## src/rtl/mst_pkg.sv

```systemverilog
package mst_pkg;

  // Register offsets on the 8-bit special function register port
  localparam logic [7:0] OFS_CFG = 8'hC3;
  localparam logic [7:0] OFS_DLT_HI = 8'hA7;
  localparam logic [7:0] OFS_DLT_LO = 8'hA6;
  localparam logic [7:0] OFS_CMP = 8'h94;
  localparam logic [7:0] OFS_OF0 = 8'hA1;
  localparam logic [7:0] OFS_OF1 = 8'hA2;
  localparam logic [7:0] OFS_OF2 = 8'hA3;
  localparam logic [7:0] OFS_CAPL = 8'hA4;
  localparam logic [7:0] OFS_CAPH = 8'hA5;
  localparam logic [7:0] OFS_PEROF0 = 8'h9C;
  localparam logic [7:0] OFS_PEROF1 = 8'h9D;
  localparam logic [7:0] OFS_PEROF2 = 8'h9E;

  // mac_timer_config fields
  localparam int unsigned CFG_CMP_FLAG = 7;
  localparam int unsigned CFG_PER_FLAG = 6;
  localparam int unsigned CFG_OFC_FLAG = 5;
  localparam int unsigned CFG_SEL = 3;
  localparam int unsigned CFG_RSV = 2;
  localparam int unsigned CFG_SYNC = 1;
  localparam int unsigned CFG_RUN = 0;
  localparam logic CFG_SYNC_RESET = 1'b1;

  // overflow_capcmp_top fields
  localparam int unsigned TOP_OFC_MASK = 7;
  localparam int unsigned TOP_CMP_MASK = 6;
  localparam int unsigned TOP_PER_MASK = 5;

  // Synchronous start arithmetic
  localparam int unsigned SYNC_OVERHEAD = 75;
  localparam logic [15:0] RATIO_NUM = 16'h3D09;
  localparam int unsigned RATIO_SHIFT = 4;
  localparam int unsigned DIV_W = 40;

  typedef enum logic [2:0] {
    ST_IDLE = 3'b000,
    ST_START_WAIT = 3'b001,
    ST_CALC = 3'b010,
    ST_RUN = 3'b011,
    ST_STOP_WAIT = 3'b100
  } mst_state_type;

  typedef struct packed {
    logic wr;
    logic rd;
    logic [7:0] addr;
    logic [7:0] wdata;
  } mst_bus_req_type;

endpackage : mst_pkg

```

## src/rtl/mst_mac_symbol_timer.sv

```systemverilog
// Operation
// - After reset idle; run bit 1 starts, immediately or on slow edge.
// - Writing run 0 stops, at once or on slow clock edge, except during the start calculation, which ignores it.
// - Counter adds one each cycle while running without delta halt.
// - Next value at or above period overflows, loads next minus period.
// - Overflow sets period flag always; requests interrupt when its mask is 1.
// - Delta write while running freezes counter until delta counts down to zero.
// - Delta counts at timer rate and stays at zero until rewritten.
// - Compare fires when selected byte reaches or passes compare value.
// - Compare sets its flag; requests interrupt when its mask is 1.
// - SFD rising copies timer and overflow count into capture registers.
// - Each overflow adds one to the 20-bit overflow count.
// - Reading low count byte latches upper two bytes; read it first.
// - Lower count bytes held until top byte written; write top last.
// - Count rising to at or above its compare sets flag; interrupt if mask is 1.
// - Flags set by hardware only, cleared by software write only.
// - DMA trigger pulses on each compare and each overflow.
// - Sync start waits slow edge, recalculates, runs 75 cycles after edge.
// - Sync stop runs until slow edge, then halts and stores sleep count.
// - Start value: sleep ticks times 976.5625 plus timer plus 75, divided by period.
// - Period zero is maximum; in low power it forces count values to 0xFFFF.
// - Select 0 compares timer bits 15:8, select 1 bits 7:0.
// - Writing 0 clears a flag, writing 1 leaves it.
// - Run bit reads the real running state.
//
// The strobed register port and the register addresses were chosen for this implementation.
`timescale 1ns/1ps
`default_nettype none

module mst_mac_symbol_timer #(
  parameter int unsigned SLEEP_W = 24
) (
  // Clock and reset
  input wire logic i_sys_clk,
  input wire logic i_sys_rst,
  // Register port
  input wire mst_pkg::mst_bus_req_type i_bus,
  output logic [7:0] o_rd_data,
  // Radio, sleep timer and power state
  input wire logic i_sfd_status,
  input wire logic i_slow_clk,
  input wire logic [SLEEP_W-1:0] i_sleep_count,
  input wire logic i_low_power_state,
  // Events
  output logic o_irq_req,
  output logic o_dma_compare_trigger,
  output logic o_dma_overflow_trigger
);

  // Elaboration check: the calculation is sized for a 24-bit sleep timer
  if (SLEEP_W != 24)
  begin : g_bad_sleep_w
    $error("mst_mac_symbol_timer: SLEEP_W must be 24");
  end

  mst_pkg::mst_state_type state, next_state;
  logic [15:0] tmr, next_tmr;
  logic [7:0] tmr_hi_sh, next_tmr_hi_sh;
  logic [7:0] dlt_lo, next_dlt_lo;
  logic [15:0] dlt_cnt, next_dlt_cnt;
  logic [15:0] per, next_per;
  logic [15:0] cap, next_cap;
  logic [7:0] cmpv, next_cmpv;
  logic [19:0] ovf, next_ovf;
  logic [11:0] ovf_sh, next_ovf_sh;
  logic [15:0] ovf_hold, next_ovf_hold;
  logic [19:0] ofc, next_ofc;
  logic [2:0] masks, next_masks;
  logic cmp_flag, next_cmp_flag;
  logic per_flag, next_per_flag;
  logic ofc_flag, next_ofc_flag;
  logic sel, next_sel;
  logic rsv, next_rsv;
  logic sync, next_sync;
  logic ofc_ge, next_ofc_ge;
  logic [SLEEP_W-1:0] stored_sleep, next_stored_sleep;
  logic [6:0] calc_cnt, next_calc_cnt;
  logic [mst_pkg::DIV_W-1:0] dvd, next_dvd;
  logic [16:0] rem, next_rem;
  logic [7:0] next_rd_data;
  logic next_dma_cmp, next_dma_ovf;

  // Synchronisers for the radio SFD status and the slow clock
  logic sfd_s1, sfd_s2, sfd_s3;
  logic slw_s1, slw_s2, slw_s3;
  logic sfd_edge, slow_edge;

  // Scratch values of the next-state logic
  logic [16:0] step, per_eff;
  logic [17:0] div_sh;
  logic [SLEEP_W-1:0] nt;
  logic [SLEEP_W:0] nd;
  logic [mst_pkg::DIV_W-1:0] calc_c;
  logic [7:0] old_b, new_b;
  logic run_now, tick, ovf_evt, cmp_evt, ofc_evt, lp_evt;
  logic wr_cfg, wr_of2, wr_top;

  // Two flops settle the pins; the third only remembers the last level for the edge
  always_ff @(posedge i_sys_clk or posedge i_sys_rst)
  begin
    if (i_sys_rst)
    begin
      sfd_s1 <= 1'b0;
      sfd_s2 <= 1'b0;
      sfd_s3 <= 1'b0;
      slw_s1 <= 1'b0;
      slw_s2 <= 1'b0;
      slw_s3 <= 1'b0;
    end
    else
    begin
      sfd_s1 <= i_sfd_status;
      sfd_s2 <= sfd_s1;
      sfd_s3 <= sfd_s2;
      slw_s1 <= i_slow_clk;
      slw_s2 <= slw_s1;
      slw_s3 <= slw_s2;
    end
  end

  // One-cycle rising-edge pulses
  assign sfd_edge = sfd_s2 & ~sfd_s3;
  assign slow_edge = slw_s2 & ~slw_s3;

  assign wr_cfg = i_bus.wr && (i_bus.addr == mst_pkg::OFS_CFG);
  assign wr_of2 = i_bus.wr && (i_bus.addr == mst_pkg::OFS_OF2);
  assign wr_top = i_bus.wr && (i_bus.addr == mst_pkg::OFS_PEROF2);
  assign run_now = (state == mst_pkg::ST_RUN) || (state == mst_pkg::ST_STOP_WAIT);

  // Next values of the whole timer
  always_comb
  begin
    next_state = state;
    next_tmr = tmr;
    next_tmr_hi_sh = tmr_hi_sh;
    next_dlt_lo = dlt_lo;
    next_dlt_cnt = dlt_cnt;
    next_per = per;
    next_cap = cap;
    next_cmpv = cmpv;
    next_ovf = ovf;
    next_ovf_sh = ovf_sh;
    next_ovf_hold = ovf_hold;
    next_ofc = ofc;
    next_masks = masks;
    next_sel = sel;
    next_rsv = rsv;
    next_sync = sync;
    next_stored_sleep = stored_sleep;
    next_calc_cnt = calc_cnt;
    next_dvd = dvd;
    next_rem = rem;
    next_rd_data = 8'h00;
    lp_evt = 1'b0;
    cmp_evt = 1'b0;
    ovf_evt = 1'b0;
    old_b = 8'h00;
    new_b = 8'h00;
    div_sh = 18'h0_0000;
    // Period zero stands for the full 65536 count
    per_eff = (per == 16'h0000) ? 17'h1_0000 : {1'b0, per};
    step = {1'b0, tmr} + 17'h0_0001;
    tick = run_now && (dlt_cnt == 16'h0000);
    // Sleep ticks since the stop; zero difference means a full wrap
    nt = i_sleep_count - stored_sleep;
    nd = (nt == '0) ? {1'b1, {SLEEP_W{1'b0}}} : {1'b0, nt};
    calc_c = ((mst_pkg::DIV_W'(nd) * mst_pkg::DIV_W'(mst_pkg::RATIO_NUM) + 40'h00_0000_0008)
      >> mst_pkg::RATIO_SHIFT) + mst_pkg::DIV_W'(tmr) + mst_pkg::DIV_W'(mst_pkg::SYNC_OVERHEAD);

    // Counting, overflow and compare
    if (tick)
    begin
      if (step >= per_eff)
      begin
        ovf_evt = 1'b1;
        next_tmr = 16'(step - per_eff);
      end
      else
      begin
        next_tmr = step[15:0];
      end
      old_b = sel ? tmr[7:0] : tmr[15:8];
      new_b = sel ? next_tmr[7:0] : next_tmr[15:8];
      // Fire on crossing only, so a held byte does not retrigger
      cmp_evt = (new_b >= cmpv) && (old_b < cmpv);
    end
    else if (run_now)
    begin
      next_dlt_cnt = dlt_cnt - 16'h0001;
    end
    if (ovf_evt)
    begin
      next_ovf = ovf + 20'h0_0001;
    end

    // Start and stop sequencing
    unique case (state)
      mst_pkg::ST_IDLE:
      begin
        if (wr_cfg && i_bus.wdata[mst_pkg::CFG_RUN])
        begin
          next_state = i_bus.wdata[mst_pkg::CFG_SYNC] ? mst_pkg::ST_START_WAIT : mst_pkg::ST_RUN;
        end
      end
      mst_pkg::ST_START_WAIT:
      begin
        if (wr_cfg && !i_bus.wdata[mst_pkg::CFG_RUN])
        begin
          next_state = mst_pkg::ST_IDLE;
        end
        else if (slow_edge)
        begin
          next_state = mst_pkg::ST_CALC;
          next_calc_cnt = 7'h01;
          next_dvd = calc_c;
          next_rem = 17'h0_0000;
        end
      end
      mst_pkg::ST_CALC:
      begin
        // Restoring divider, one quotient bit per cycle, hidden in the overhead
        next_calc_cnt = calc_cnt + 7'h01;
        if (calc_cnt <= 7'(mst_pkg::DIV_W))
        begin
          div_sh = {rem, dvd[mst_pkg::DIV_W-1]};
          if (div_sh >= {1'b0, per_eff})
          begin
            next_rem = 17'(div_sh - {1'b0, per_eff});
            next_dvd = {dvd[mst_pkg::DIV_W-2:0], 1'b1};
          end
          else
          begin
            next_rem = div_sh[16:0];
            next_dvd = {dvd[mst_pkg::DIV_W-2:0], 1'b0};
          end
        end
        if (calc_cnt == 7'(mst_pkg::SYNC_OVERHEAD - 1))
        begin
          next_state = mst_pkg::ST_RUN;
          if (i_low_power_state && (per == 16'h0000))
          begin
            lp_evt = 1'b1;
            next_tmr = 16'hFFFF;
            next_ovf = 20'h0_FFFF;
          end
          else
          begin
            next_tmr = rem[15:0];
            next_ovf = ovf + dvd[19:0];
          end
        end
      end
      mst_pkg::ST_RUN:
      begin
        if (wr_cfg && !i_bus.wdata[mst_pkg::CFG_RUN])
        begin
          next_state = i_bus.wdata[mst_pkg::CFG_SYNC] ? mst_pkg::ST_STOP_WAIT : mst_pkg::ST_IDLE;
        end
      end
      mst_pkg::ST_STOP_WAIT:
      begin
        if (wr_cfg && i_bus.wdata[mst_pkg::CFG_RUN])
        begin
          next_state = mst_pkg::ST_RUN;
        end
        else if (slow_edge)
        begin
          next_state = mst_pkg::ST_IDLE;
          next_stored_sleep = i_sleep_count;
        end
      end
      default:
      begin
        next_state = mst_pkg::ST_IDLE;
      end
    endcase

    // Register writes
    if (i_bus.wr)
    begin
      unique case (i_bus.addr)
        mst_pkg::OFS_CFG:
        begin
          next_sel = i_bus.wdata[mst_pkg::CFG_SEL];
          next_rsv = i_bus.wdata[mst_pkg::CFG_RSV];
          next_sync = i_bus.wdata[mst_pkg::CFG_SYNC];
        end
        mst_pkg::OFS_DLT_LO:
        begin
          next_dlt_lo = i_bus.wdata;
          if (!run_now)
          begin
            next_tmr[7:0] = i_bus.wdata;
          end
        end
        mst_pkg::OFS_DLT_HI:
        begin
          if (run_now)
          begin
            next_dlt_cnt = {i_bus.wdata, dlt_lo};
          end
          else
          begin
            next_tmr[15:8] = i_bus.wdata;
          end
        end
        mst_pkg::OFS_CMP: next_cmpv = i_bus.wdata;
        mst_pkg::OFS_OF0: next_ovf_hold[7:0] = i_bus.wdata;
        mst_pkg::OFS_OF1: next_ovf_hold[15:8] = i_bus.wdata;
        mst_pkg::OFS_OF2: next_ovf = {i_bus.wdata[3:0], ovf_hold};
        mst_pkg::OFS_CAPL: next_per[7:0] = i_bus.wdata;
        mst_pkg::OFS_CAPH: next_per[15:8] = i_bus.wdata;
        mst_pkg::OFS_PEROF0: next_ofc[7:0] = i_bus.wdata;
        mst_pkg::OFS_PEROF1: next_ofc[15:8] = i_bus.wdata;
        mst_pkg::OFS_PEROF2:
        begin
          next_ofc[19:16] = i_bus.wdata[3:0];
          // A coinciding capture drops the three upper bits of this write
          if (!sfd_edge)
          begin
            next_masks = i_bus.wdata[7:5];
          end
        end
        default:
        begin
        end
      endcase
    end

    // SFD capture overrides software writes to the same registers
    if (sfd_edge)
    begin
      next_cap = tmr;
      next_ofc = ovf;
    end

    // Reads answer in the next cycle; the low bytes latch the upper ones
    if (i_bus.rd)
    begin
      unique case (i_bus.addr)
        mst_pkg::OFS_CFG:
          next_rd_data = {cmp_flag, per_flag, ofc_flag, 1'b0, sel, rsv, sync, run_now};
        mst_pkg::OFS_DLT_LO:
        begin
          next_rd_data = tmr[7:0];
          next_tmr_hi_sh = tmr[15:8];
        end
        mst_pkg::OFS_DLT_HI: next_rd_data = tmr_hi_sh;
        mst_pkg::OFS_CMP: next_rd_data = cmpv;
        mst_pkg::OFS_OF0:
        begin
          next_rd_data = ovf[7:0];
          next_ovf_sh = ovf[19:8];
        end
        mst_pkg::OFS_OF1: next_rd_data = ovf_sh[7:0];
        mst_pkg::OFS_OF2: next_rd_data = {4'h0, ovf_sh[11:8]};
        mst_pkg::OFS_CAPL: next_rd_data = cap[7:0];
        mst_pkg::OFS_CAPH: next_rd_data = cap[15:8];
        mst_pkg::OFS_PEROF0: next_rd_data = ofc[7:0];
        mst_pkg::OFS_PEROF1: next_rd_data = ofc[15:8];
        mst_pkg::OFS_PEROF2: next_rd_data = {masks, 1'b0, ofc[19:16]};
        default: next_rd_data = 8'h00;
      endcase
    end

    // Overflow count compare on the rising of the at-or-above condition
    next_ofc_ge = (ovf >= ofc);
    ofc_evt = next_ofc_ge && !ofc_ge;

    // Flags: hardware set wins over a software clear in the same cycle
    next_cmp_flag = cmp_evt || (cmp_flag && !(wr_cfg && !i_bus.wdata[mst_pkg::CFG_CMP_FLAG]));
    next_per_flag = ovf_evt || lp_evt || (per_flag && !(wr_cfg && !i_bus.wdata[mst_pkg::CFG_PER_FLAG]));
    next_ofc_flag = ofc_evt || (ofc_flag && !(wr_cfg && !i_bus.wdata[mst_pkg::CFG_OFC_FLAG]));
    next_dma_cmp = cmp_evt;
    next_dma_ovf = ovf_evt || lp_evt;
  end

  // Timer state registers
  always_ff @(posedge i_sys_clk or posedge i_sys_rst)
  begin
    if (i_sys_rst)
    begin
      state <= mst_pkg::ST_IDLE;
      tmr <= 16'h0000;
      tmr_hi_sh <= 8'h00;
      dlt_lo <= 8'h00;
      dlt_cnt <= 16'h0000;
      per <= 16'h0000;
      cap <= 16'h0000;
      cmpv <= 8'h00;
      ovf <= 20'h0_0000;
      ovf_sh <= 12'h000;
      ovf_hold <= 16'h0000;
      ofc <= 20'h0_0000;
      masks <= 3'h0;
      cmp_flag <= 1'b0;
      per_flag <= 1'b0;
      ofc_flag <= 1'b0;
      sel <= 1'b0;
      rsv <= 1'b0;
      sync <= mst_pkg::CFG_SYNC_RESET;
      ofc_ge <= 1'b1;
      stored_sleep <= '0;
      calc_cnt <= 7'h00;
      dvd <= '0;
      rem <= 17'h0_0000;
      o_rd_data <= 8'h00;
      o_dma_compare_trigger <= 1'b0;
      o_dma_overflow_trigger <= 1'b0;
    end
    else
    begin
      state <= next_state;
      tmr <= next_tmr;
      tmr_hi_sh <= next_tmr_hi_sh;
      dlt_lo <= next_dlt_lo;
      dlt_cnt <= next_dlt_cnt;
      per <= next_per;
      cap <= next_cap;
      cmpv <= next_cmpv;
      ovf <= next_ovf;
      ovf_sh <= next_ovf_sh;
      ovf_hold <= next_ovf_hold;
      ofc <= next_ofc;
      masks <= next_masks;
      cmp_flag <= next_cmp_flag;
      per_flag <= next_per_flag;
      ofc_flag <= next_ofc_flag;
      sel <= next_sel;
      rsv <= next_rsv;
      sync <= next_sync;
      ofc_ge <= next_ofc_ge;
      stored_sleep <= next_stored_sleep;
      calc_cnt <= next_calc_cnt;
      dvd <= next_dvd;
      rem <= next_rem;
      o_rd_data <= next_rd_data;
      o_dma_compare_trigger <= next_dma_cmp;
      o_dma_overflow_trigger <= next_dma_ovf;
    end
  end

  // Interrupt request, a level while any unmasked flag stands
  assign o_irq_req = (per_flag && masks[mst_pkg::TOP_PER_MASK - 5]) ||
    (cmp_flag && masks[mst_pkg::TOP_CMP_MASK - 5]) ||
    (ofc_flag && masks[mst_pkg::TOP_OFC_MASK - 5]);

  a_run_immediate: assert property (@(posedge i_sys_clk) disable iff (i_sys_rst)
    (state == mst_pkg::ST_IDLE && wr_cfg && !i_bus.wdata[mst_pkg::CFG_SYNC] && i_bus.wdata[mst_pkg::CFG_RUN])
    |=> (state == mst_pkg::ST_RUN))
    else $error("immediate start did not enter run");

  a_stop_immediate: assert property (@(posedge i_sys_clk) disable iff (i_sys_rst)
    (state == mst_pkg::ST_RUN && wr_cfg && !i_bus.wdata[mst_pkg::CFG_SYNC] && !i_bus.wdata[mst_pkg::CFG_RUN])
    |=> (state == mst_pkg::ST_IDLE))
    else $error("immediate stop did not enter idle");

  a_count_step: assert property (@(posedge i_sys_clk) disable iff (i_sys_rst)
    (state == mst_pkg::ST_RUN && dlt_cnt == 16'h0000 && !ovf_evt) |=> (tmr == $past(tmr) + 16'h0001))
    else $error("timer did not advance by one");

  a_overflow_wrap: assert property (@(posedge i_sys_clk) disable iff (i_sys_rst)
    ovf_evt |=> (tmr == 16'($past(step) - $past(per_eff))))
    else $error("overflow did not load next minus period");

  a_period_flag: assert property (@(posedge i_sys_clk) disable iff (i_sys_rst)
    ovf_evt |=> (per_flag && o_dma_overflow_trigger))
    else $error("overflow flag or trigger missing");

  a_delta_freeze: assert property (@(posedge i_sys_clk) disable iff (i_sys_rst)
    (run_now && dlt_cnt != 16'h0000) |=> $stable(tmr))
    else $error("timer moved during delta halt");

  a_ovf_count: assert property (@(posedge i_sys_clk) disable iff (i_sys_rst)
    (ovf_evt && !wr_of2) |=> (ovf == $past(ovf) + 20'h0_0001))
    else $error("overflow count did not increment");

  a_sync_start: assert property (@(posedge i_sys_clk) disable iff (i_sys_rst)
    (state == mst_pkg::ST_START_WAIT && slow_edge && !wr_cfg) |-> ##75 (state == mst_pkg::ST_RUN))
    else $error("synchronous start not 75 cycles after edge");

  a_flag_sticky: assert property (@(posedge i_sys_clk) disable iff (i_sys_rst)
    (wr_cfg && i_bus.wdata[mst_pkg::CFG_CMP_FLAG] && cmp_flag) |=> cmp_flag)
    else $error("writing one cleared the compare flag");

  a_cmp_event: assert property (@(posedge i_sys_clk) disable iff (i_sys_rst)
    cmp_evt |=> (cmp_flag && o_dma_compare_trigger))
    else $error("compare flag or trigger missing");

  a_sfd_capture: assert property (@(posedge i_sys_clk) disable iff (i_sys_rst)
    sfd_edge |=> (cap == $past(tmr) && ofc == $past(ovf)))
    else $error("capture did not take timer and count");

  a_count_latch: assert property (@(posedge i_sys_clk) disable iff (i_sys_rst)
    (i_bus.rd && i_bus.addr == mst_pkg::OFS_OF0) |=> (ovf_sh == $past(ovf[19:8])))
    else $error("upper count bytes not latched");

endmodule : mst_mac_symbol_timer

`default_nettype wire

```

## config.mk

```make
export PLATFORM = sky130hd
export DESIGN_NAME = mst_mac_symbol_timer
export DESIGN_NICKNAME = d
export VERILOG_FILES = /design/src/rtl/mst_pkg.sv /design/src/rtl/mst_mac_symbol_timer.sv
export SDC_FILE = /design/constraint.sdc
export NUM_CORES = 1
export LEC_CHECK = 0
export BUFFER_PORTS_ARGS = -buffer_cell sky130_fd_sc_hd__buf_2
export CAP_MARGIN = 10
export CORE_ASPECT_RATIO = 0.6
export CORE_MARGIN = 2
export CORE_UTILIZATION = 55
export DETAILED_ROUTE_END_ITERATION = 7
export GPL_TIMING_DRIVEN = 0
export PLACE_DENSITY = 0.8
export SLEW_MARGIN = 20
export SYNTH_ARGS = -nofsm -noshare
export SYNTH_HDL_FRONTEND = slang
export SYNTH_SLANG_ARGS = --single-unit
```

## constraint.sdc

```tcl
create_clock -name i_sys_clk -period 13.65 [get_ports i_sys_clk]
set_input_delay 1.365 -clock i_sys_clk [delete_from_list [all_inputs] [get_ports i_sys_clk]]
set_output_delay 1.365 -clock i_sys_clk [all_outputs]
set_load 0.005 [all_outputs]
```

# Yosys cells after proc, flatten, opt, wreduce, memory -nomap -nowiden
# Cells that the tools add are included.
[word_totals]
ff_bits = 273
out_inout_bits = 11
wordCells = 205
[classes]
add_sub_neg = 11
multipliers = 1
magnitude_cmp = 6
n_eq_ne = 25
n_mux = 62
bitwise_logic = 6
n_reduce_logical = 57
[op_table]
columns = ["operator", "count"]
rows = [
  ["2-to-1 mux 16 bit", 12],
  ["2-to-1 mux 20 bit", 8],
  ["2-to-1 mux 40 bit", 3],
  ["equality test 8 bit (second input constant)", 12],
  ["case mux 8 bit (12 select lines)", 1],
  ["2-to-1 mux 17 bit", 5],
  ["case mux 40 bit (2 select lines)", 1],
  ["2-to-1 mux 8 bit", 9],
  ["adder 39 x 4 -> 40 bit (second input constant)", 1],
  ["multiplier 25 x 14 -> 39 bit (second input constant)", 1],
  ["adder 37 x 7 -> 38 bit (second input constant)", 1],
  ["adder 36 x 16 -> 37 bit", 1],
  ["case mux 17 bit (2 select lines)", 1],
  ["zero test 16 bit", 2],
  ["2-to-1 mux 25 bit", 1],
  ["zero test 24 bit", 1],
  ["2-to-1 mux 3 bit", 8],
  ["AND reduction 2 bit", 12],
  ["subtractor 24 bit", 1],
  ["adder 20 x 1 -> 20 bit (second input constant)", 1],
  ["adder 20 bit", 1],
  [">= comparator 20 bit", 1],
  [">= comparator 18 x 17 -> 1 bit", 1],
  ["adder 16 x 1 -> 17 bit (second input constant)", 1],
  ["32 further kinds", 82],
]

# Depth between registers and ports, before layout
[logic_depth]
ltp_word = 11
depth_mapped = 39

# Worst setup path before layout
# No wires, ideal clock.
[synth_path]
path_kind = "input-to-reg"
from = "input i_sleep_count[0]"
to = "register dvd[33] (netlist name)"
setup_time_ps = 82
arrival_time_ps = 9127
required_ps = 13568
setup_slack_ps = 4441
cell_stages = 33
cell_sequence = "inv_1 -> ha_1 -> fa_1 -> nor2b_1 -> o21a_1 -> nor2_1 -> xnor2_1 -> fa_1 -> fa_1 -> fa_1 -> fa_1 -> ha_1 -> inv_1 -> fa_1 -> inv_1 -> ha_1 -> clkbuf_1 -> nand2_1 -> nor2_1 -> o311ai_1 -> a31oi_1 -> nor2_1 -> xnor2_1 -> ha_1 -> ha_1 -> and4_1 -> nand2_1 -> o21ai_0 -> nand4_1 -> nor3_2 -> nand4_1 -> xor2_1 -> o22ai_1"
[synth_via]
elab_chain_cells = 10
[synth_rtl]
columns = ["element", "line_no", "source"]
rows = [
  ["from (decl)", "mst_mac_symbol_timer.sv:42", "input wire logic [SLEEP_W-1:0] i_sleep_count,"],
  ["subtractor 24 bit (*)", "mst_mac_symbol_timer.sv:165", "nt = i_sleep_count - stored_sleep;"],
  ["zero test 24 bit", "mst_mac_symbol_timer.sv:166", "nd = (nt == '0) ? {1'b1, {SLEEP_W{1'b0}}} : {1'b0, nt};"],
  ["2-to-1 mux 25 bit (*)", "mst_mac_symbol_timer.sv:166", ""],
  ["multiplier 25 x 14 -> 39 bit (*)", "mst_mac_symbol_timer.sv:167", "calc_c = ((mst_pkg::DIV_W'(nd) * mst_pkg::DIV_W'(mst_pkg::RATIO_NUM) + 40'h00_0000_0008)"],
  ["adder 39 x 4 -> 40 bit (*)", "mst_mac_symbol_timer.sv:167", ""],
  ["adder 36 x 16 -> 37 bit (*)", "mst_mac_symbol_timer.sv:168", ">> mst_pkg::RATIO_SHIFT) + mst_pkg::DIV_W'(tmr) + mst_pkg::DIV_W'(mst_pkg::SYNC_OVERHEAD);"],
  ["adder 37 x 7 -> 38 bit (*)", "mst_mac_symbol_timer.sv:168", ""],
  ["2-to-1 mux 40 bit (*)", "mst_mac_symbol_timer.sv:211", "else if (slow_edge)"],
  ["2-to-1 mux 40 bit (*)", "mst_mac_symbol_timer.sv:207", "if (wr_cfg && !i_bus.wdata[mst_pkg::CFG_RUN])"],
  ["case mux 40 bit (2 select lines) (*)", "mst_mac_symbol_timer.sv:197", "unique case (state)"],
  ["to (signal assigned)", "mst_mac_symbol_timer.sv:435", "dvd <= next_dvd;"],
  ["to (decl)", "mst_mac_symbol_timer.sv:78", "logic [mst_pkg::DIV_W-1:0] dvd, next_dvd;"],
]
# Every way passes the cells marked *; elsewhere a longest branch is shown, timed or not. The select of a mux whose other input is x is not followed.
# A chain may end at the register's enable or synchronous reset.

# Final worst setup path
[layout_path]
from = "input i_sleep_count[4]"
to = "register dvd[33] (netlist name)"
# Same word-level chain as after synthesis.

==> impl_metrics.yaml <==
run_status:
  outcome: "finished clean"
grt:
  grt_pass1_wl_um: 120600
  grt_overflow_total: 0
  grt_pass1_vias: 20940
  track_usage_pct: 32.88
  grt_antenna_before_repair: 2
  grt_max_degree: 86
yosys:
  synth_edf_count: 0
  seq_area_frac_synth_pct: 27.25
  synth_seq_cells: 273
  async_reset_ff_share_pct: 100.0
  yosys_warnings: 0
  yosys-top-cells-area: "dfrtp_1 27%, ha_1 14%, fa_1 8.1%"
  synthDominantAreaCellType: "dfrtp_1"
  ys_types: 113
  synth_top_area_share_pct: 27.04
  syn_area_um2: 25080
  synth_flop_cell: "dfrtp_1"
  syn_area_per_cell_um2: 9.090
  synthCells: 2759
hold_path:
  hold_class: "flop to flop"
  worstHoldStart: "sfd_s1"
clock_tree:
  cts_buffers: 29
  clockRootBuffer: "clkbuf_16"
  hold_buffers: 0
  clock-sinks: 273
  clk_latency_ps: 600
  clockBufferDepth: 3
  ctsResizeCount: 0
  cts_htree_levels: 1
  cts_tree: "done"
  cts.reportedPaths.clkPinSlew_ps: 60
  post_cts.repair.setup_buffers: 0
timing:
  hold_viol_final: 0
  fin_hold_ws_ps: 349.3
  period_share_pct: 76.82
  final_max_slew_viol_count: 0
  clock.fmax_mhz: 95.36
  relSlewSlack_pct: 19.97
  fin_skew_ps: 11.70
  fin_ws_ps: 3164
  setup_viol: 0
  tns_ps: 0
  rsz0062_at_grt: "no"
  layout_min_cycle_time_ps: 10490
  worstMarginPinSlew_ps: 1196
detailed_routing:
  first_pass_iters: 6
  vias: 22140
  drt-total-wl_um: 78220
  drc_errors: 0
  ant_nets: 0
  first_iter_violations: 2811
  wl_per_cell_um: 22.59
  viasPerCell: 6.394
die:
  core.rowCount: 60
  ioPinCount: 58
  fp.dieArea_um2: 47380
  initial_core_util_pct: 55.87
  coreArea_um2: 44890
  die_y_um: 169.4
  fp.dieW_um: 279.7
worst_setup_path:
  critPathMaxFanout: 8
  r2r_slack_ps: 3630
  cp_common_cell: "ha_1"
  cp.required_ps: 14160
  r2r-start: "stored_sleep[1]"
  cp-end-kind: "flop"
  crit_type: "input pin to flop"
  arrival_ps: 11000
  startpoint: "i_sleep_count[4]"
  worst_path_max_delay_cell: "xor2_1"
  startpoint_type: "input pin"
  crit_path_max_incr_delay_ps: 700
place:
  hpwl_um: 61490
  dp_slack_ps: 2777
  routabilityCongestion: 1.001
  port_buffers: 55
run:
  maxCapViolCount: 0
final_layout:
  mostFrequentLayoutCell: "ha_1"
  antenna_cells: 0
  mostFrequentLayoutCells: "280 x ha_1, 271 x dfrtp_1, 238 x inv_1"
  fin_nets: 3280
  area_delta_synth_final_pct: 8.401
  drive_gt1_share_pct: 11.24
[layer usage]
metal | up-vias | routed length (um) | GRT usage, %
met4 | 2 | 1472 | 6.371
met2 | 1191 | 29900 | 42.85
met3 | 122 | 11290 | 13.01
met5 | - | 83 | 1.333
met1 | 10850 | 35480 | 50.39
li1 | 9978 | - | -
[cell usage after synthesis, types with 6 or more instances]
cell type	instances
o21a_1	18
o31ai_1	11
dfrtp_1	271
a222oi_1	10
nor2_1	180
o21bai_1	11
or3_1	14
mux2i_1	38
nand3_1	77
ha_1	280
or2_2	9
buf_2	9
a22oi_1	20
a31oi_1	21
o31a_1	7
nor3_1	40
nand2b_1	37
inv_1	239
nand4_1	35
o21ai_1	15
o22ai_1	28
nor2b_1	33
and2_1	13
a211o_1	6
clkbuf_1	74
mux2_2	120
o21ai_0	182
xnor2_1	91
fa_1	102
nor4_1	14
a211oi_1	15
o211ai_1	11
xor2_1	63
and3_1	21
a221oi_1	9
a21o_1	76
nand2_1	224
a21oi_1	184
[state kept, by name, summed over array words and instances, names as in the netlist, 3 cells and up, named ones only]
signal        flops
calc_cnt          7
cap              16
state             3
dlt_lo            8
per              16
rem              17
ovf_hold         16
ovf              20
tmr              16
dvd              40
ofc              20
tmr_hi_sh         8
stored_sleep     24
ovf_sh           12
cmpv              8
masks             3
o_rd_data         8
[worst paths after layout]
path                             endpoint  depth (start not counted)
min in group asynchronous         per[14]                          2
worst min register to register     sfd_s2                          0
max in group asynchronous       ovf_sh[3]                          4
worst min-delay path               sfd_s2                          0
worst max-delay path              dvd[33]                         32
worst max register to register    dvd[33]                         32
[metrics by stage]
step / util (%) / instances / instance area [um^2]
after CTS: 60.52 / 3463 / 27170
after floorplan: - / 2760 / 25080
final: 60.56 / 3463 / 27190
after global routing: 60.56 / 3463 / 27190
after detailed placement: 58.41 / 3409 / 26220
after global placement: 58.13 / 3404 / 26100
[cell families (layout without fill, tap and decap cells)]
kind of cell               after synthesis  count (layout)  synth area share (%)
AOI/OAI and AO/OA                      691             691                 17.57
and+or+nand+nor                        754             754                 15.11
DFF                                    273             273                 27.25
buffers and inverters                  345             459                 5.607
adders and majority gates              382             382                 22.11
xor gates and xnor gates               155             155                 5.443
muxes                                  158             158                 6.904
other                                    1               2               0.01495
[critical path: cells and delay by family]
family,cells,cell delay [ps]
AOI/OAI and AO/OA,6,2080
and+or+nand+nor,10,2190
adders and majority gates,9,3750
buffers and inverters,4,550
xor gates and xnor gates,3,1050
[layout make-up]
cell class              count  area, um^2
inverters                 241       912.1
clock buffers              43       848.3
plain buffers             104       504.2
clock inverters            11       98.84
multi-input cells        2142       16880
fillers                  3770       17710
repair buffers             60       374.1
flip-flops and latches    273        6834
well taps                 589       737.0
Power is left out: the tool's default activity adds up to more than one toggle a clock period on the data nets, which glitch-free logic cannot reach.
